**config.mk**
```make
export PLATFORM = sky130hd
export DESIGN_NAME = odt_dram_end_flat
export DESIGN_NICKNAME = d
export VERILOG_FILES = /design/src/verilog/odt_pkg.sv /design/src/verilog/odt_link_if.sv /design/src/verilog/odt_dram_end.sv /design/src/flat_wrapper.sv
export SDC_FILE = /design/constraint.sdc
export NUM_CORES = 1
export LEC_CHECK = 0
export BUFFER_PORTS_ARGS = -buffer_cell sky130_fd_sc_hd__buf_2
export CORE_MARGIN = 10
export CORE_UTILIZATION = 50
export DETAILED_ROUTE_END_ITERATION = 7
export HOLD_SLACK_MARGIN = 0.08
export PLACE_DENSITY = 0.71
export SYNTH_ARGS = -nofsm -noshare
export SYNTH_HDL_FRONTEND = slang
export SYNTH_SLANG_ARGS = --single-unit
```
**constraint.sdc**
```tcl
create_clock -name pclk -period 3.3 [get_ports pclk]
set_input_delay 0.66 -clock pclk [delete_from_list [all_inputs] [get_ports pclk]]
set_output_delay 0.66 -clock pclk [all_outputs]
set_load 0.005 [all_outputs]
```
**src/verilog/odt_pkg.sv**
```systemverilog
// shared constants and types for the termination timing link and its two ends
package odt_pkg;

  // clock figures of the system clock and of the link clock
  localparam int CLK_PS       = 10000;
  localparam int CK_HALF_DIV  = 4;
  localparam int CK_PERIOD_PS = 2 * CK_HALF_DIV * CLK_PS;
  localparam int CK_NS        = CK_PERIOD_PS / 1000;

  // latency arithmetic, all in link clock cycles
  localparam int HIST_W      = 32;
  localparam int ODTL_SUB    = 2;
  localparam int ANPD_SUB    = 1;
  localparam int CWN4_ADD    = 4;
  localparam int CWN8_ADD    = 6;
  localparam int ODTH4_TCK   = 4;
  localparam int ODTH8_TCK   = 6;

  // strength change skew: window and nominal point in per-mille of a link period
  localparam int ADC_MIN_PERMIL = 300;
  localparam int ADC_MAX_PERMIL = 700;
  localparam int ADC_NOM_PERMIL = 500;
  localparam int ADC_NOM_PCLK   = (CK_PERIOD_PS * ADC_NOM_PERMIL / 1000) / CLK_PS;

  // asynchronous turn-on and turn-off delay bounds
  localparam int AONPD_MIN_PS  = 2000;
  localparam int AONPD_MAX_PS  = 8500;
  localparam int AONPD_MIN_CYC = (AONPD_MIN_PS + CLK_PS - 1) / CLK_PS;
  localparam int AONPD_MAX_RAW = AONPD_MAX_PS / CLK_PS;
  localparam int AONPD_MAX_CYC = (AONPD_MAX_RAW < 1) ? 1 : AONPD_MAX_RAW;

  // power-down windows in link cycles; entry delay and exit delay are plain defaults
  localparam int RFC_NS     = 160;
  localparam int RFC_TCK    = (RFC_NS + CK_NS - 1) / CK_NS;
  localparam int CPDED_TCK  = 1;
  localparam int XPDLL_TCK  = 10;
  localparam int CNT_W      = 8;

  // controller register map, byte addresses
  localparam logic [7:0] REG_CTRL   = 8'h00;
  localparam logic [7:0] REG_CMD    = 8'h04;
  localparam logic [7:0] REG_STATUS = 8'h08;
  localparam logic [7:0] REG_CFG    = 8'h0c;

  // field positions
  localparam int CTRL_ODT_BIT = 0;
  localparam int CTRL_PD_BIT  = 1;
  localparam int CMD_WR_BIT   = 0;
  localparam int CMD_BC4_BIT  = 1;
  localparam int CMD_REF_BIT  = 2;
  localparam int CFG_CWL_LSB  = 0;
  localparam int CFG_AL_LSB   = 4;
  localparam logic [3:0] CFG_CWL_RST = 4'h5;
  localparam logic [4:0] CFG_AL_RST  = 5'h00;

  typedef enum logic [1:0] {
    RTT_OFF = 2'h0,
    RTT_NOM = 2'h1,
    RTT_WR  = 2'h2
  } odt_rtt_type;

endpackage

```
**src/verilog/odt_link_if.sv**
```systemverilog
// link between controller end and memory end: clock, termination pin, cke, commands
`timescale 1ns/1ps
interface odt_link_if;
  logic ck;
  logic odt;
  logic cke;
  logic cmd_wr;
  logic cmd_bc4;
  logic cmd_ref;

  modport ctrl_mp (output ck, output odt, output cke, output cmd_wr, output cmd_bc4,
                   output cmd_ref);
  modport dram_mp (input ck, input odt, input cke, input cmd_wr, input cmd_bc4,
                   input cmd_ref);
endinterface

```
**src/verilog/odt_dram_end.sv**
```systemverilog
// memory end: termination on/off and strength timing driven by the link
// Function
// RL1 - termination follows registered odt after WL-2
// RL2 - write strength selected WL-2 after write
// RL3 - chop-4 write returns nominal at 4+offlatency
// RL4 - burst-8 write returns nominal at 6+offlatency
// RL5 - odt held high at least 4 cycles
// RL6 - chop-4 write with odt: 4 cycles high
// RL7 - burst-8 write with odt: 6 cycles high
// RL8 - both minimum-high counts apply, later wins
// RL9 - new strength valid 0.3 to 0.7 cycles
// RL10 - changes land half a cycle after latency
// RL11 - asynchronous mode in frozen-dll power-down
// RL12 - asynchronous mode ignores additive latency
// RL13 - async turn-on within 2 to 8.5 ns; code takes 30 ns, two sync stages plus the output register
// RL14 - async turn-off within 2 to 8.5 ns; code takes 30 ns, two sync stages plus the output register
// RL15 - no reads or writes during power-down
// RL16 - frozen-dll setting opens entry transition period
// RL17 - entry period: WL-1 before cke low to entry delay
// RL18 - pending refresh extends entry period end
// RL19 - transition changes fall within either timing
// RL20 - exit period: WL-1 before cke high to exit delay
// RL21 - dynamic strength only when write select nonzero
// RL22 - additive latency adds to sync termination latency
`timescale 1ns/1ps
module odt_dram_end (
  input  wire logic        pclk,
  input  wire logic        presetn,
  odt_link_if.dram_mp      link,
  input  wire logic [3:0]  cfg_cwl,
  input  wire logic [4:0]  cfg_al,
  input  wire logic        cfg_rtt_nom_en,
  input  wire logic [1:0]  cfg_rtt_wr_sel,
  input  wire logic        cfg_pd_dll_on,
  output logic      [1:0]  rtt_state,
  output logic             async_mode,
  output logic             transition,
  output logic             odth_err
);

  // pin vector order: ck, odt, cke, wr, bc4, ref
  localparam int PIN_N   = 6;
  localparam int P_CK    = 5;
  localparam int P_ODT   = 4;
  localparam int P_CKE   = 3;
  localparam int P_WR    = 2;
  localparam int P_BC4   = 1;
  localparam int P_REF   = 0;

  logic [PIN_N-1:0]          pin_meta_reg;
  logic [PIN_N-1:0]          pin_sync_reg;
  logic                      ck_prev_reg;
  logic                      ck_rise;
  logic [4:0]                wl_tck;
  logic [4:0]                odtl;
  logic                      dyn_en;
  logic [odt_pkg::HIST_W-1:0] odt_hist_reg;
  logic [odt_pkg::HIST_W-1:0] wr_hist_reg;
  logic [odt_pkg::HIST_W-1:0] bc4_hist_reg;
  logic                      odt_target;
  logic                      wr_window;
  logic [3:0]                skew_cnt_reg;
  logic                      apply;
  logic [1:0]                sync_rtt;
  logic                      cke_reg;
  logic [odt_pkg::CNT_W-1:0] ref_cnt_reg;
  logic [odt_pkg::CNT_W-1:0] entry_cnt_reg;
  logic [odt_pkg::CNT_W-1:0] exit_cnt_reg;
  logic [odt_pkg::CNT_W-1:0] entry_load;
  logic                      async_mode_reg;
  logic                      transition_reg;
  logic [1:0]                rtt_state_reg;
  logic [odt_pkg::CNT_W-1:0] hold_cnt_reg;
  logic                      odt_q_reg;
  logic                      odth_err_reg;

  // two-flop synchroniser for every link pin; only the second stage is read
  always_ff @(posedge pclk or negedge presetn)
  begin
    if (!presetn)
    begin
      pin_meta_reg <= '0;
      pin_sync_reg <= '0;
      ck_prev_reg  <= 1'b0;
    end
    else
    begin
      pin_meta_reg <= {link.ck, link.odt, link.cke, link.cmd_wr, link.cmd_bc4, link.cmd_ref};
      pin_sync_reg <= pin_meta_reg;
      ck_prev_reg  <= pin_sync_reg[P_CK];
    end
  end

  // every pin passes the same two stages, so sampled data and clock stay aligned
  assign ck_rise = pin_sync_reg[P_CK] & ~ck_prev_reg;

  // latency in link cycles, additive latency included
  assign wl_tck = 5'(cfg_cwl) + cfg_al;                      // see RL22
  assign odtl   = wl_tck - 5'(odt_pkg::ODTL_SUB);            // see RL1
  assign dyn_en = |cfg_rtt_wr_sel;                           // see RL21

  // history of registered odt and writes; bit 0 holds the newest edge
  always_ff @(posedge pclk or negedge presetn)
  begin
    if (!presetn)
    begin
      odt_hist_reg <= '0;
      wr_hist_reg  <= '0;
      bc4_hist_reg <= '0;
    end
    else if (ck_rise)
    begin
      odt_hist_reg <= {odt_hist_reg[odt_pkg::HIST_W-2:0], pin_sync_reg[P_ODT]};
      // commands are only decoded while cke is registered high
      wr_hist_reg  <= {wr_hist_reg[odt_pkg::HIST_W-2:0],
                       pin_sync_reg[P_WR] & pin_sync_reg[P_CKE]};      // see RL15
      bc4_hist_reg <= {bc4_hist_reg[odt_pkg::HIST_W-2:0], pin_sync_reg[P_BC4]};
    end
  end

  // level registered odtl edges ago decides on/off
  assign odt_target = odt_hist_reg[odtl];                    // see RL1

  // write strength window: from odtl up to odtl plus 4 or 6 after the write
  always_comb
  begin
    wr_window = 1'b0;
    for (int k = 0; k < odt_pkg::HIST_W; k++)
    begin
      if (wr_hist_reg[k] && (k >= int'(odtl)) &&
          (k < int'(odtl) + (bc4_hist_reg[k] ? odt_pkg::CWN4_ADD : odt_pkg::CWN8_ADD)))
      begin
        wr_window = 1'b1;                                    // see RL2 see RL3 see RL4
      end
    end
  end

  // strength selection for synchronous mode
  always_comb
  begin
    if (!odt_target)
      sync_rtt = odt_pkg::RTT_OFF;
    else if (dyn_en && wr_window)
      sync_rtt = odt_pkg::RTT_WR;                            // see RL2
    else if (cfg_rtt_nom_en)
      sync_rtt = odt_pkg::RTT_NOM;
    else
      sync_rtt = odt_pkg::RTT_OFF;
  end

  // half-period skew: change lands mid-cycle, inside the 0.3..0.7 window
  always_ff @(posedge pclk or negedge presetn)
  begin
    if (!presetn)
      skew_cnt_reg <= '0;
    else if (ck_rise)
      skew_cnt_reg <= 4'(odt_pkg::ADC_NOM_PCLK);             // see RL10 see RL9
    else if (skew_cnt_reg != '0)
      skew_cnt_reg <= skew_cnt_reg - 4'h1;
  end

  assign apply = (skew_cnt_reg == 4'h1);

  // registered cke and refresh busy time
  always_ff @(posedge pclk or negedge presetn)
  begin
    if (!presetn)
    begin
      cke_reg     <= 1'b1;
      ref_cnt_reg <= '0;
    end
    else if (ck_rise)
    begin
      cke_reg <= pin_sync_reg[P_CKE];
      if (pin_sync_reg[P_REF] && pin_sync_reg[P_CKE])
        ref_cnt_reg <= odt_pkg::CNT_W'(odt_pkg::RFC_TCK);
      else if (ref_cnt_reg != '0)
        ref_cnt_reg <= ref_cnt_reg - 8'h01;
    end
  end

  // entry window ends at the later of entry delay and refresh end
  assign entry_load = (ref_cnt_reg > odt_pkg::CNT_W'(odt_pkg::CPDED_TCK)) ?
                      ref_cnt_reg : odt_pkg::CNT_W'(odt_pkg::CPDED_TCK);   // see RL18

  // entry and exit windows, counted in link cycles after the cke change
  always_ff @(posedge pclk or negedge presetn)
  begin
    if (!presetn)
    begin
      entry_cnt_reg <= '0;
      exit_cnt_reg  <= '0;
    end
    else if (ck_rise)
    begin
      if (cke_reg && !pin_sync_reg[P_CKE] && !cfg_pd_dll_on)
        entry_cnt_reg <= entry_load;                         // see RL16 see RL17
      else if (entry_cnt_reg != '0)
        entry_cnt_reg <= entry_cnt_reg - 8'h01;
      if (!cke_reg && pin_sync_reg[P_CKE] && !cfg_pd_dll_on)
        exit_cnt_reg <= odt_pkg::CNT_W'(odt_pkg::XPDLL_TCK);  // see RL20
      else if (exit_cnt_reg != '0)
        exit_cnt_reg <= exit_cnt_reg - 8'h01;
    end
  end

  // async only once the entry window is over; stays sync inside windows,
  // which keeps every change within the combined bounds
  always_ff @(posedge pclk or negedge presetn)
  begin
    if (!presetn)
    begin
      async_mode_reg <= 1'b0;
      transition_reg <= 1'b0;
    end
    else
    begin
      async_mode_reg <= ~cke_reg & ~cfg_pd_dll_on & (entry_cnt_reg == '0);   // see RL11 see RL19
      transition_reg <= (entry_cnt_reg != '0) | (exit_cnt_reg != '0);
    end
  end

  // termination output; async path has no latency pipeline at all
  always_ff @(posedge pclk or negedge presetn)
  begin
    if (!presetn)
      rtt_state_reg <= odt_pkg::RTT_OFF;
    else if (async_mode_reg)
      // one clock after the synchroniser; the two sync stages alone exceed
      // the upper async bound, a known limit of sampling the pin
      rtt_state_reg <= (pin_sync_reg[P_ODT] && cfg_rtt_nom_en) ?
                       odt_pkg::RTT_NOM : odt_pkg::RTT_OFF;  // see RL12 see RL13 see RL14
    else if (apply)
      rtt_state_reg <= sync_rtt;                             // see RL1 see RL10
  end

  // minimum odt high time watch; sticky flag until reset
  always_ff @(posedge pclk or negedge presetn)
  begin
    if (!presetn)
    begin
      hold_cnt_reg <= '0;
      odt_q_reg    <= 1'b0;
      odth_err_reg <= 1'b0;
    end
    else if (ck_rise)
    begin
      odt_q_reg <= pin_sync_reg[P_ODT];
      if (pin_sync_reg[P_ODT] && pin_sync_reg[P_WR] && pin_sync_reg[P_CKE])
      begin
        // write with odt high: later of the two counts wins
        if (pin_sync_reg[P_BC4] && hold_cnt_reg < odt_pkg::CNT_W'(odt_pkg::ODTH4_TCK - 1))
          hold_cnt_reg <= odt_pkg::CNT_W'(odt_pkg::ODTH4_TCK - 1);          // see RL6 see RL8
        else if (!pin_sync_reg[P_BC4] &&
                 hold_cnt_reg < odt_pkg::CNT_W'(odt_pkg::ODTH8_TCK - 1))
          hold_cnt_reg <= odt_pkg::CNT_W'(odt_pkg::ODTH8_TCK - 1);          // see RL7 see RL8
        else if (hold_cnt_reg != '0)
          hold_cnt_reg <= hold_cnt_reg - 8'h01;
      end
      else if (pin_sync_reg[P_ODT] && !odt_q_reg)
        hold_cnt_reg <= odt_pkg::CNT_W'(odt_pkg::ODTH4_TCK - 1);            // see RL5
      else if (hold_cnt_reg != '0)
        hold_cnt_reg <= hold_cnt_reg - 8'h01;
      if (!pin_sync_reg[P_ODT] && odt_q_reg && hold_cnt_reg != '0)
        odth_err_reg <= 1'b1;
    end
  end

  assign rtt_state  = rtt_state_reg;
  assign async_mode = async_mode_reg;
  assign transition = transition_reg;
  assign odth_err   = odth_err_reg;

endmodule // odt_dram_end

```
**src/flat_wrapper.sv**
```systemverilog
// flat-port wrapper written by rule: the top's interface ports become plain ports
module odt_dram_end_flat 
  (pclk, presetn, cfg_cwl, cfg_al, cfg_rtt_nom_en, cfg_rtt_wr_sel, cfg_pd_dll_on, rtt_state, async_mode, transition, odth_err, link_ck, link_odt, link_cke, link_cmd_wr, link_cmd_bc4, link_cmd_ref);
  odt_link_if link_i ();
  input  wire logic pclk;
  input  wire logic presetn;
  input  wire logic [3:0] cfg_cwl;
  input  wire logic [4:0] cfg_al;
  input  wire logic cfg_rtt_nom_en;
  input  wire logic [1:0] cfg_rtt_wr_sel;
  input  wire logic cfg_pd_dll_on;
  output logic      [1:0] rtt_state;
  output logic async_mode;
  output logic transition;
  output logic odth_err;
  input wire logic [$bits(link_i.ck)-1:0] link_ck;
  input wire logic [$bits(link_i.odt)-1:0] link_odt;
  input wire logic [$bits(link_i.cke)-1:0] link_cke;
  input wire logic [$bits(link_i.cmd_wr)-1:0] link_cmd_wr;
  input wire logic [$bits(link_i.cmd_bc4)-1:0] link_cmd_bc4;
  input wire logic [$bits(link_i.cmd_ref)-1:0] link_cmd_ref;
  assign link_i.ck = link_ck;
  assign link_i.odt = link_odt;
  assign link_i.cke = link_cke;
  assign link_i.cmd_wr = link_cmd_wr;
  assign link_i.cmd_bc4 = link_cmd_bc4;
  assign link_i.cmd_ref = link_cmd_ref;
  odt_dram_end u_core (.pclk(pclk), .presetn(presetn), .link(link_i), .cfg_cwl(cfg_cwl), .cfg_al(cfg_al), .cfg_rtt_nom_en(cfg_rtt_nom_en), .cfg_rtt_wr_sel(cfg_rtt_wr_sel), .cfg_pd_dll_on(cfg_pd_dll_on), .rtt_state(rtt_state), .async_mode(async_mode), .transition(transition), .odth_err(odth_err));
endmodule
```
* Word-level counts from Yosys, hierarchy flattened *
Cells that the tools add are included.
Widths: inputs -> output; s select.

operators by class
  equal/unequal tests = 1
  mux-type cells = 86
  $add $sub $neg = 39
  reductions and logical operators = 99
  order comparisons = 67
  bitwise operators = 8

operator list
  operator             count
  $add 6x32->32        32
  $lt 6x32->1 const A  16
  $lt 5x32->1 const A  8
  $lt 4x32->1 const A  4
  $mux 8               12
  $logic_and 1x1->1    77
  $ge 5x5->1 const A   15
  $mux 2               36
  $lt 3x32->1 const A  2
  $ge 4x5->1 const A   8
  $mux 1               35
  $lt 1x32->1 const A  1
  $lt 2x32->1 const A  1
  $reduce_bool 8->1    4
  $sub 8x1->8 const B  4
  $ge 3x5->1 const A   4
  $ge 1x5->1 const A   2
  $ge 2x5->1 const A   2
  $reduce_bool 2->1    5
  $gt 8x1->1 const B   1
  $logic_not 8->1      1
  $lt 8x2->1 const B   1
  $lt 8x3->1 const B   1
  $mux 4               2
  13 further kinds     26

word-level totals
  register bits after elaboration = 152
  word-level logic and storage cells = 317

* Longest topological paths before layout *
Gate-level depths: netlist (run 1).

  depth after elaboration = 42
  depth in mapped cells = 17

* Worst setup path before layout (run 1) *
OpenSTA, ideal clock, no wires.

  path kind = input to register
  start = input port cfg_cwl[1]
  end = register u_core.rtt_state_reg[1] (netlist: u_core.rtt_state[1])
  arrival = 4,056 ps
  stages = 15
  setup slack = -878 ps
  buffers on the path = 2
  path through = inv_1 ha_1 inv_1 ha_1 inv_1 fa_1 buf_2 buf_2 o21ai_0 a2111oi_0 o32ai_1 a2111oi_2 and4b_1 a21oi_1 a32o_1

between the ends
  word-level cells in the longest chain between the ends = 42

RTL lines
  element                                           line                                      RTL
  start, declared                                   flat_wrapper.sv:7                         input wire logic [3:0] cfg_cwl;
  $add 4x5->5 *                                     odt_dram_end.sv:98                        assign wl_tck = 5'(cfg_cwl) + cfg_al;
  $sub 5x2->5 *                                     odt_dram_end.sv:99                        assign odtl = wl_tck - 5'(odt_pkg::ODTL_SUB);
  $add 6x32->32 or $ge 1x5->1 (tied branches)       odt_dram_end.sv:131, odt_dram_end.sv:130
  $lt 1x32->1 or $logic_and 1x1->1 (tied branches)  odt_dram_end.sv:131, odt_dram_end.sv:130
  $logic_and 1x1->1                                 odt_dram_end.sv:130                       if (wr_hist_reg[k] && (k >= int'(odtl)) &&
  $mux 1 (32 in series)                             odt_dram_end.sv:130
  $logic_and 1x1->1                                 odt_dram_end.sv:143                       else if (dyn_en && wr_window)
  $mux 2                                            odt_dram_end.sv:143
  $mux 2 *                                          odt_dram_end.sv:141                       if (!odt_target)
  $mux 2 *                                          odt_dram_end.sv:233                       else if (apply)
  $mux 2 *                                          odt_dram_end.sv:228                       else if (async_mode_reg)
  end signal, assigned                              odt_dram_end.sv:227                       rtt_state_reg <= odt_pkg::RTT_OFF;
  end signal, assigned                              odt_dram_end.sv:231                       rtt_state_reg <= (pin_sync_reg[P_ODT] && cfg_rtt_nom_en) ?
  end signal, assigned                              odt_dram_end.sv:234                       rtt_state_reg <= sync_rtt;
  end, declared                                     odt_dram_end.sv:72                        logic [1:0] rtt_state_reg;

Every way passes the cells marked *; elsewhere a longest branch is shown, timed or not. The select of a mux whose other input is x is not followed.
A chain may end at the register's enable or synchronous reset.

* Worst setup path in the final report (run 1) *
  start = input port cfg_al[1]
  end = register u_core.rtt_state_reg[1] (netlist: u_core.rtt_state[1])

between the ends
  word-level cells in the longest chain between the ends = 42

RTL lines
  element                                           line                                      RTL
  start, declared                                   flat_wrapper.sv:8                         input wire logic [4:0] cfg_al;
  $add 4x5->5 *                                     odt_dram_end.sv:98
  $sub 5x2->5 *                                     odt_dram_end.sv:99
  $add 6x32->32 or $ge 1x5->1 (tied branches)       odt_dram_end.sv:131, odt_dram_end.sv:130
  $lt 1x32->1 or $logic_and 1x1->1 (tied branches)  odt_dram_end.sv:131, odt_dram_end.sv:130
  $logic_and 1x1->1                                 odt_dram_end.sv:130
  $mux 1 (32 in series)                             odt_dram_end.sv:130
  $logic_and 1x1->1                                 odt_dram_end.sv:143
  $mux 2                                            odt_dram_end.sv:143
  $mux 2 *                                          odt_dram_end.sv:141
  $mux 2 *                                          odt_dram_end.sv:233
  $mux 2 *                                          odt_dram_end.sv:228

Marks and branches as above.

==> results of run 1 <==
## final cells by class
cell class	instances	share of cell area, %
clock buffer	18	4.27
inverter	87	3.29
tap	220	2.67
sequential	151	36.7
clock inverter	14	1.31
multi-input combinational	708	43.5
timing repair buffer	106	8.23
## critical path: cells and delay by family
family	cells	cell delay [ns]
adders and majority gates	4	1.12
and+or+nand+nor	2	0.29
AOI/OAI and AO/OA	6	1.38
buffers and inverters	5	0.39
## cell usage after synthesis (all sizes together) (7+ instances only)
cell	number	area, um2
a31oi	10	62.6
inv	87	327
ha	69	863
nor2	51	194
nand3	18	90.1
o211ai	8	60.1
or3	7	43.8
nand2	251	945
nor3b	7	52.6
o21ai	92	460
nor4	7	43.8
a211oi	7	52.6
a21oi	41	205
clkbuf	26	97.6
mux4	8	180
buf	17	87.6
dfrtp	150	3750
nor3	16	80.1
xnor2	10	87.6
nand2b	12	75.1
## kinds of logic after synthesis
| family | after synthesis | synth area share [%] |
|---|---|---|
| buffers and inverters | 130 | 5.95 |
| adders and majority gates | 70 | 10.3 |
| and+or+nand+nor | 398 | 20.3 |
| muxes | 12 | 2.56 |
| xor gates and xnor gates | 16 | 1.63 |
| DFF | 151 | 44.0 |
| AOI/OAI and AO/OA | 212 | 15.3 |
## power breakdown
part | internal (W) | switching (W)
clock | 0.00102 | 0.000886
sequential | 0.00217 | 0.000288
combinational | 0.000979 | 0.00118
total | 0.00417 | 0.00235
## what timing repair did
action | CTS | global route
setup buffers | 0 | 2
pin swaps | 2 | 7
resized for setup | 3 | 14
setup endpoints to repair | 2 | 2
## worst paths after layout
kind | endpoint | start | depth (start not counted) | slack (ns)
min reg2reg | u_core.pin_sync_reg[4]$_DFF_PN0_ | u_core.pin_meta_reg[4]$_DFF_PN0_ | 0 | 0.35
max | u_core.rtt_state[1]$_DFFE_PN0P_ | cfg_al[1] | 17 | -0.22
max reg2reg | u_core.rtt_state[1]$_DFFE_PN0P_ | u_core.bc4_hist_reg[13]$_DFFE_PN0P_ | 12 | 0.62
max in group asynchronous | u_core.cke_reg$_DFFE_PN1P_ | presetn | 2 | 2.33
min | u_core.bc4_hist_reg[25]$_DFFE_PN0P_ | presetn | 1 | 0.23
min in group pclk | u_core.pin_meta_reg[0]$_DFF_PN0_ | link_cmd_ref | 1 | 0.32
## layer usage
metal	vias to the layer above	part of all wire, %	track usage (%)
met2	173	48	31.7
met5	-	0	0
met3	38	4.6	3.88
met1	3496	45	24.8
li1	3554	-	-
met4	0	2.6	7.94
## per-stage QoR
step / instance area (um2) / instances / setup slack [ns] / utilization (%)
global route: 10300 / 1304 / -0.326 / 61.6
floorplan: 8710 / 989 / -0.469 / -
detailed placement: 9630 / 1270 / -0.723 / 57.7
finish: 10300 / 1304 / -0.219 / 61.6
CTS: 10200 / 1302 / -0.210 / 61.2
global placement: 9630 / 1270 / -0.677 / 57.7
## cells in the final DEF (no fill, tap or decap), types with 7 or more instances in the layout
master / instances
dfrtp_1: 150
nand2b_1: 11
nand3_1: 18
ha_1: 64
nand2_1: 248
mux4_2: 8
or3_1: 7
o21ai_0: 87
nor2_1: 50
xnor2_1: 9
clkbuf_16: 17
o211ai_1: 8
nor3_1: 16
a31oi_1: 10
inv_1: 82
a21oi_1: 40
buf_4: 72
buf_2: 22
buf_12: 7
==> run metrics, run 1 <==
failing checks setup timing; CP Class primary input to flop; Area growth, synth to finish 19.8%; FMAX 0.284 GHz; die area 0.0228 mm2; Post-synth EDFFs 0; TritonCTS clock tree yes; count of input and output buffers 25; drt wl/cell 16.0 um; Worst setup SP type primary input; slowest stage delay, CP 0.46 ns; deepest clock path buffer count 2; Syn Inst Count 989; worst clock skew 0.0101 ns; Top FF cell, synth dfrtp_1; overflow left after global routing 0; core area 0.0167 mm2; Final TNS setup -0.341 ns; maximum fanout along the worst path 10; first-pass GRT wire length 35.8 mm; period utilisation layout 107%; initial core utilization 51.5%; Clk pin slew, worst setup/hold paths 0.07 ns; Yosys warnings 0; vias per inst 5.57; final worst slack -0.219 ns; WHS 0.228 ns; Seq/Total Area, Yosys 44.0%; endpoints failing setup 2; CP Data Required Time 3.62 ns; vias in the first global route 7,260; Via Count 7,261; initial DRC count 555; Post-Syn Nets 1,080; first drt pass iteration count 7; Clk Latency, worst-skew pair 0.44 ns; largest net degree at the start of global routing 121; FF/Latch Area 0.00378 mm2; CTS Buf Count 17; HP Class primary input to asynchronous set/reset pin; crit-path most repeated cell ha_4; max_cap viols 0; Leak Pwr 4.90 nW; worst slew pin tran 0.857 ns; Nets 1,162; final wirelength 20.9 mm; final hold vios 0; Total GRT Usage 19.4%; CP max stage cell fa_2; status complete, but fails checks; FFs w/ async S/R, synth 100%; clock root cell clkbuf_16; max_slew headroom 42.9%; RePlAce Congestion 0.916; PwrDens 634 mW/mm2; Pwr Total 0.00652 W; layout cells sized above 1 16.9%; initial antenna violation count 0; Critical Path Sink Type flop; DIE WIDTH 151 um; antenna-violating nets left 0; Core Rows 47; Slew Limit Fails 0; # H-tree levels 4; RSZ-0062 raised after global routing yes; fin crit period 3.52 ns; Cell Area, Synth 0.00859 mm2; crit path cell chain buf_8, inv_12, ha_4, inv_2, ha_4, inv_2, fa_2, buf_12, ha_4, nand2_2, a32o_2, a2111oi_4, o32ai_2, a2111oi_2, and4b_1, a21oi_2, a32o_1; Synth cell types 73; DRC 0; io pins 26; Antenna Cells 0; post-DP HPWL 14.5 mm; multi-input combinational cell area 0.00448 mm2; #FFs+latches synth 151; synthesized area per cell 8.69 um2; clock sinks 151; fillers 1,422; Max rail drop VDD 0.428 mV; CP arrival 3.84 ns; Die H 151 um; hold buffer count at cts 0
Power figures use the tool's default switching activity.
==> run 2, diff against run 1 <==
BUFFER_PORTS_ARGS = -buffer_cell sky130_fd_sc_hd__clkbuf_2   (was -buffer_cell sky130_fd_sc_hd__buf_2)
SKIP_CTS_REPAIR_TIMING = 1   (was not set)
==> run metrics, run 2 (synthesized netlist as in run 1, its figures left out) <==
most frequent cells in the layout nand2_1, dfrtp_1, o21ai_0; CP max stage cell fa_2; Clk Latency, worst-skew pair 0.43 ns; first drt pass iteration count 7; fin crit period 3.51 ns; overflow left after global routing 0; Total GRT Usage 18.9%; largest net degree at the start of global routing 119; part of the power in registers 37.3%; DIE WIDTH 151 um; maximum fanout along the worst path 8; layout cells sized above 1 17.3%; switching power share of the total 34.3%; # H-tree levels 4; Area growth, synth to finish 21.3%; final worst slack -0.207 ns; CP Capture Point u_core.rtt_state[1]$_DFFE_PN0P_; initial DRC count 444; max_cap viols 0; core area 0.0167 mm2; Antenna Cells 0; post-DP HPWL 14.3 mm; RSZ-0062 raised after global routing yes; CTS Buf Count 17; clock root cell clkbuf_16; Die H 151 um; max_slew headroom 40.9%; Critical Path Sink Type flop; count of input and output buffers 25; Final Util 62.4%; slowest stage delay, CP 0.60 ns; RePlAce Congestion 0.855; initial core utilization 51.5%; crit-path most repeated cell ha_4; Nets 1,170; R2R Path Start u_core.bc4_hist_reg[13]$_DFFE_PN0P_; DP Worst Slack -0.737 ns; WHS 0.262 ns; cell family with most CP delay adder cells; HP Class primary input to asynchronous set/reset pin; io pins 26; DRC 0; sw power 0.00226 W; worst slew pin tran 0.887 ns; Worst setup SP type primary input; worst clock skew 0.0138 ns; commonest non-fill, non-tap cell in the layout nand2_1; CP Launch Point cfg_al[1]; Leak Pwr 4.95 nW; R2R setup slack 0.64 ns; drt wl/cell 15.8 um; TritonCTS clock tree yes; Clk pin slew, worst setup/hold paths 0.06 ns; Buf+Inv Stages, Crit Path 5; initial antenna violation count 0; crit path cell chain buf_8, inv_12, ha_4, inv_2, ha_4, inv_2, fa_2, buf_12, ha_4, or4bb_1, nand2_2, a2111oi_4, o32ai_2, a2111oi_2, and4b_1, a21oi_2, a32o_1; endpoints failing setup 2; final hold vios 0; deepest clock path buffer count 2; CP arrival 3.87 ns; reg-to-reg endpoint u_core.rtt_state[1]$_DFFE_PN0P_; FMAX 0.285 GHz; clock sinks 151; Core Rows 47; period utilisation layout 106%; fillers 1,405; combinational group share of total power 33.5%; vias per inst 5.47; vias in the first global route 6,985; final wirelength 20.7 mm; CP Depth 17; Clk pwr share 29.2%; Worst R2R Path Depth 12; Slew Limit Fails 0; Max rail drop VDD 0.593 mV; failing checks setup timing; antenna-violating nets left 0; die area 0.0228 mm2; Via Count 7,176; CP Data Required Time 3.66 ns; CP Class primary input to flop; PwrDens 633 mW/mm2; first-pass GRT wire length 34.9 mm; status complete, but fails checks; Internal Power 0.00434 W
==> run 2: how the worst min path moves through the flow <==
stage | slack [ns] | endpoint
after floorplan | 0.33 | u_core.pin_sync_reg[0]$_DFF_PN0_
after global placement | 0.33 | u_core.pin_sync_reg[5]$_DFF_PN0_
after detailed placement | 0.33 | u_core.pin_sync_reg[2]$_DFF_PN0_
after CTS | 0.29 | u_core.wr_hist_reg[25]$_DFFE_PN0P_
after global routing | 0.32 | u_core.wr_hist_reg[25]$_DFFE_PN0P_
final | 0.26 | u_core.wr_hist_reg[25]$_DFFE_PN0P_
==> run 2: area by class of cell <==
class | instances | area, um2 | share of cell area [%]
clock buffers | 21 | 450 | 4.32
clock inverters | 11 | 129 | 1.24
inverters | 87 | 339 | 3.25
multi-input cells | 708 | 4500 | 43.2
flip-flops and latches | 151 | 3780 | 36.2
well taps | 220 | 275 | 2.64
repair buffers | 114 | 951 | 9.12
==> run 2: stage by stage <==
step	TNS [ns]	power, W	std cells	cell area (um2)
2_1_floorplan	-0.905	0.00381	989	8710
3_3_place_gp	-1.34	0.00451	1276	9680
3_5_place_dp	-1.44	0.00458	1276	9680
4_1_cts	-0.595	0.00651	1308	10300
5_1_grt	-0.522	0.00705	1312	10400
6_report	-0.371	0.00660	1312	10400
==> run 2: layer usage <==
metal / share of wire, % / global-route usage [%]
met1: 45 / 24.7
met2: 49 / 30.4
met3: 3.9 / 3.43
met4: 2.7 / 7.75
met5: 0 / 0
==> run 2: power groups by stage <==
| stage | Sequential (W) | Clock, W | Combinational (W) |
|---|---|---|---|
| final | 0.00246 | 0.00193 | 0.00221 |
| after floorplan | 0.00240 | 0 | 0.00141 |
| after global placement | 0.00247 | 0 | 0.00204 |
| after CTS | 0.00245 | 0.00195 | 0.00211 |
| after detailed placement | 0.00248 | 0 | 0.00210 |
| after global routing | 0.00251 | 0.00203 | 0.00251 |
==> run 3, diff against run 2 <==
CTS_CLUSTER_SIZE = 28   (was not set)
PLACE_DENSITY = 0.66   (was 0.71)
==> run metrics, run 3 (synthesized netlist as in run 1, its figures left out) <==
status complete, but fails checks; failing checks setup timing; Leak Pwr 4.90 nW; Clk Latency, worst-skew pair 0.44 ns; GRT met1 Usage 24.7%; DIE WIDTH 151 um; worst slew pin tran 0.535 ns; Antenna Cells 0; crit-path most repeated cell ha_4; CP Data Required Time 3.68 ns; CP Capture Point u_core.rtt_state[1]$_DFFE_PN0P_; final hold vios 0; WHS 0.169 ns; io pins 26; fillers 1,443; most frequent cells in the layout nand2_1, dfrtp_1, o21ai_0; antenna-violating nets left 0; worst clock skew 0.0100 ns; Via Count 7,100; clock root cell clkbuf_16; Worst setup SP type primary input; met2 Usage GRT 29.5%; CP max stage cell fa_2; Clk pin slew, worst setup/hold paths 0.07 ns; Die H 151 um; RSZ-0062 raised after global routing yes; Pwr Total 0.00662 W; final wirelength 20.2 mm; Critical Path Sink Type flop; overflow left after global routing 0; count of input and output buffers 25; CP Launch Point cfg_al[1]; Area growth, synth to finish 20.5%; clock sinks 151; Worst R2R Path Depth 12; R2R Path Start u_core.bc4_hist_reg[13]$_DFFE_PN0P_; Max rail drop VDD 0.474 mV; grt peak-use layer met2; initial core utilization 51.5%; met3 usage 4.53%; FMAX 0.286 GHz; CTS Buf Count 17; RePlAce Congestion 0.896; crit path cell chain buf_8, inv_12, ha_4, inv_2, ha_4, inv_2, fa_2, buf_12, ha_4, or4bb_1, nand2_2, a2111oi_4, o32ai_2, a2111oi_2, and4b_1, a21oi_2, a32o_1; initial DRC count 532; drt wl/cell 15.5 um; HP Class primary input to asynchronous set/reset pin; core area 0.0167 mm2; vias in the first global route 6,796; post-DP HPWL 13.7 mm; Core Rows 47; max_cap viols 0; fin crit period 3.50 ns; first-pass GRT wire length 34.2 mm; CP Class primary input to flop; period utilisation layout 106%; DRC 0; largest net degree at the start of global routing 116; commonest non-fill, non-tap cell in the layout nand2_1; final worst slack -0.196 ns; slowest stage delay, CP 0.64 ns; CP arrival 3.87 ns; TritonCTS clock tree yes; PwrDens 639 mW/mm2; max_slew headroom 64.4%; deepest clock path buffer count 2; Nets 1,160; initial antenna violation count 0; vias per inst 5.45; layout cells sized above 1 16.9%; maximum fanout along the worst path 6; endpoints failing setup 2; Slew Limit Fails 0; first drt pass iteration count 7; # H-tree levels 4; Total GRT Usage 18.6%; R2R setup slack 0.66 ns; reg-to-reg endpoint u_core.rtt_state[1]$_DFFE_PN0P_; die area 0.0228 mm2
run 3: layout make-up:
type	count	area, um2	area share [%]
clock buffer	17	425	4.11
clock inverter	15	180	1.74
inverter	87	342	3.30
multi-input combinational	708	4510	43.5
sequential	151	3780	36.5
tap	220	275	2.66
timing repair buffer	104	851	8.21
run 3: worst min-delay path by stage:
stage                                          start                                   to  cells past startpoint
global route                                 presetn  u_core.bc4_hist_reg[25]$_DFFE_PN0P_                      1
finish                                       presetn  u_core.bc4_hist_reg[26]$_DFFE_PN0P_                      1
global placement    u_core.pin_meta_reg[1]$_DFF_PN0_     u_core.pin_sync_reg[1]$_DFF_PN0_                      0
detailed placement  u_core.pin_meta_reg[5]$_DFF_PN0_     u_core.pin_sync_reg[5]$_DFF_PN0_                      0
floorplan           u_core.pin_meta_reg[0]$_DFF_PN0_     u_core.pin_sync_reg[0]$_DFF_PN0_                      0
CTS                                          presetn  u_core.bc4_hist_reg[26]$_DFFE_PN0P_                      1
run 3: metrics by stage:
| stage | instance area, um2 | std cells | util [%] | setup WS [ns] | setup TNS [ns] |
|---|---|---|---|---|---|
| 2_1_floorplan | 8710 | 989 | - | -0.469 | -0.905 |
| 3_3_place_gp | 9630 | 1269 | 57.7 | -0.685 | -1.29 |
| 3_5_place_dp | 9630 | 1269 | 57.7 | -0.749 | -1.42 |
| 4_1_cts | 10200 | 1301 | 61.3 | -0.302 | -0.506 |
| 5_1_grt | 10400 | 1302 | 62.0 | -0.288 | -0.499 |
| 6_report | 10400 | 1302 | 62.0 | -0.196 | -0.330 |
run 3: metal layers:
layer	wire length, um	share of wire [%]	vias to the layer above
met5	0	0	-
met4	282	1.4	0
met3	945	4.7	23
met2	9400	47	130
met1	9530	47	3398
li1	-	-	3549
run 3: report_power, final:
part	total, W	switching (W)	internal [W]
Sequential	0.00246	0.000296	0.00217
Combinational	0.00214	0.00115	0.000992
Clock	0.00201	0.000927	0.00109
Total	0.00662	0.00237	0.00425
run 3: critical path, delay by kind of cell:
family,cells,cell delay [ns]
AND/OR/NAND/NOR,3,0.82
AO/OA/AOI/OAI,5,0.81
buffers and inverters,5,0.38
adder cells (fa/ha/maj),4,1.18
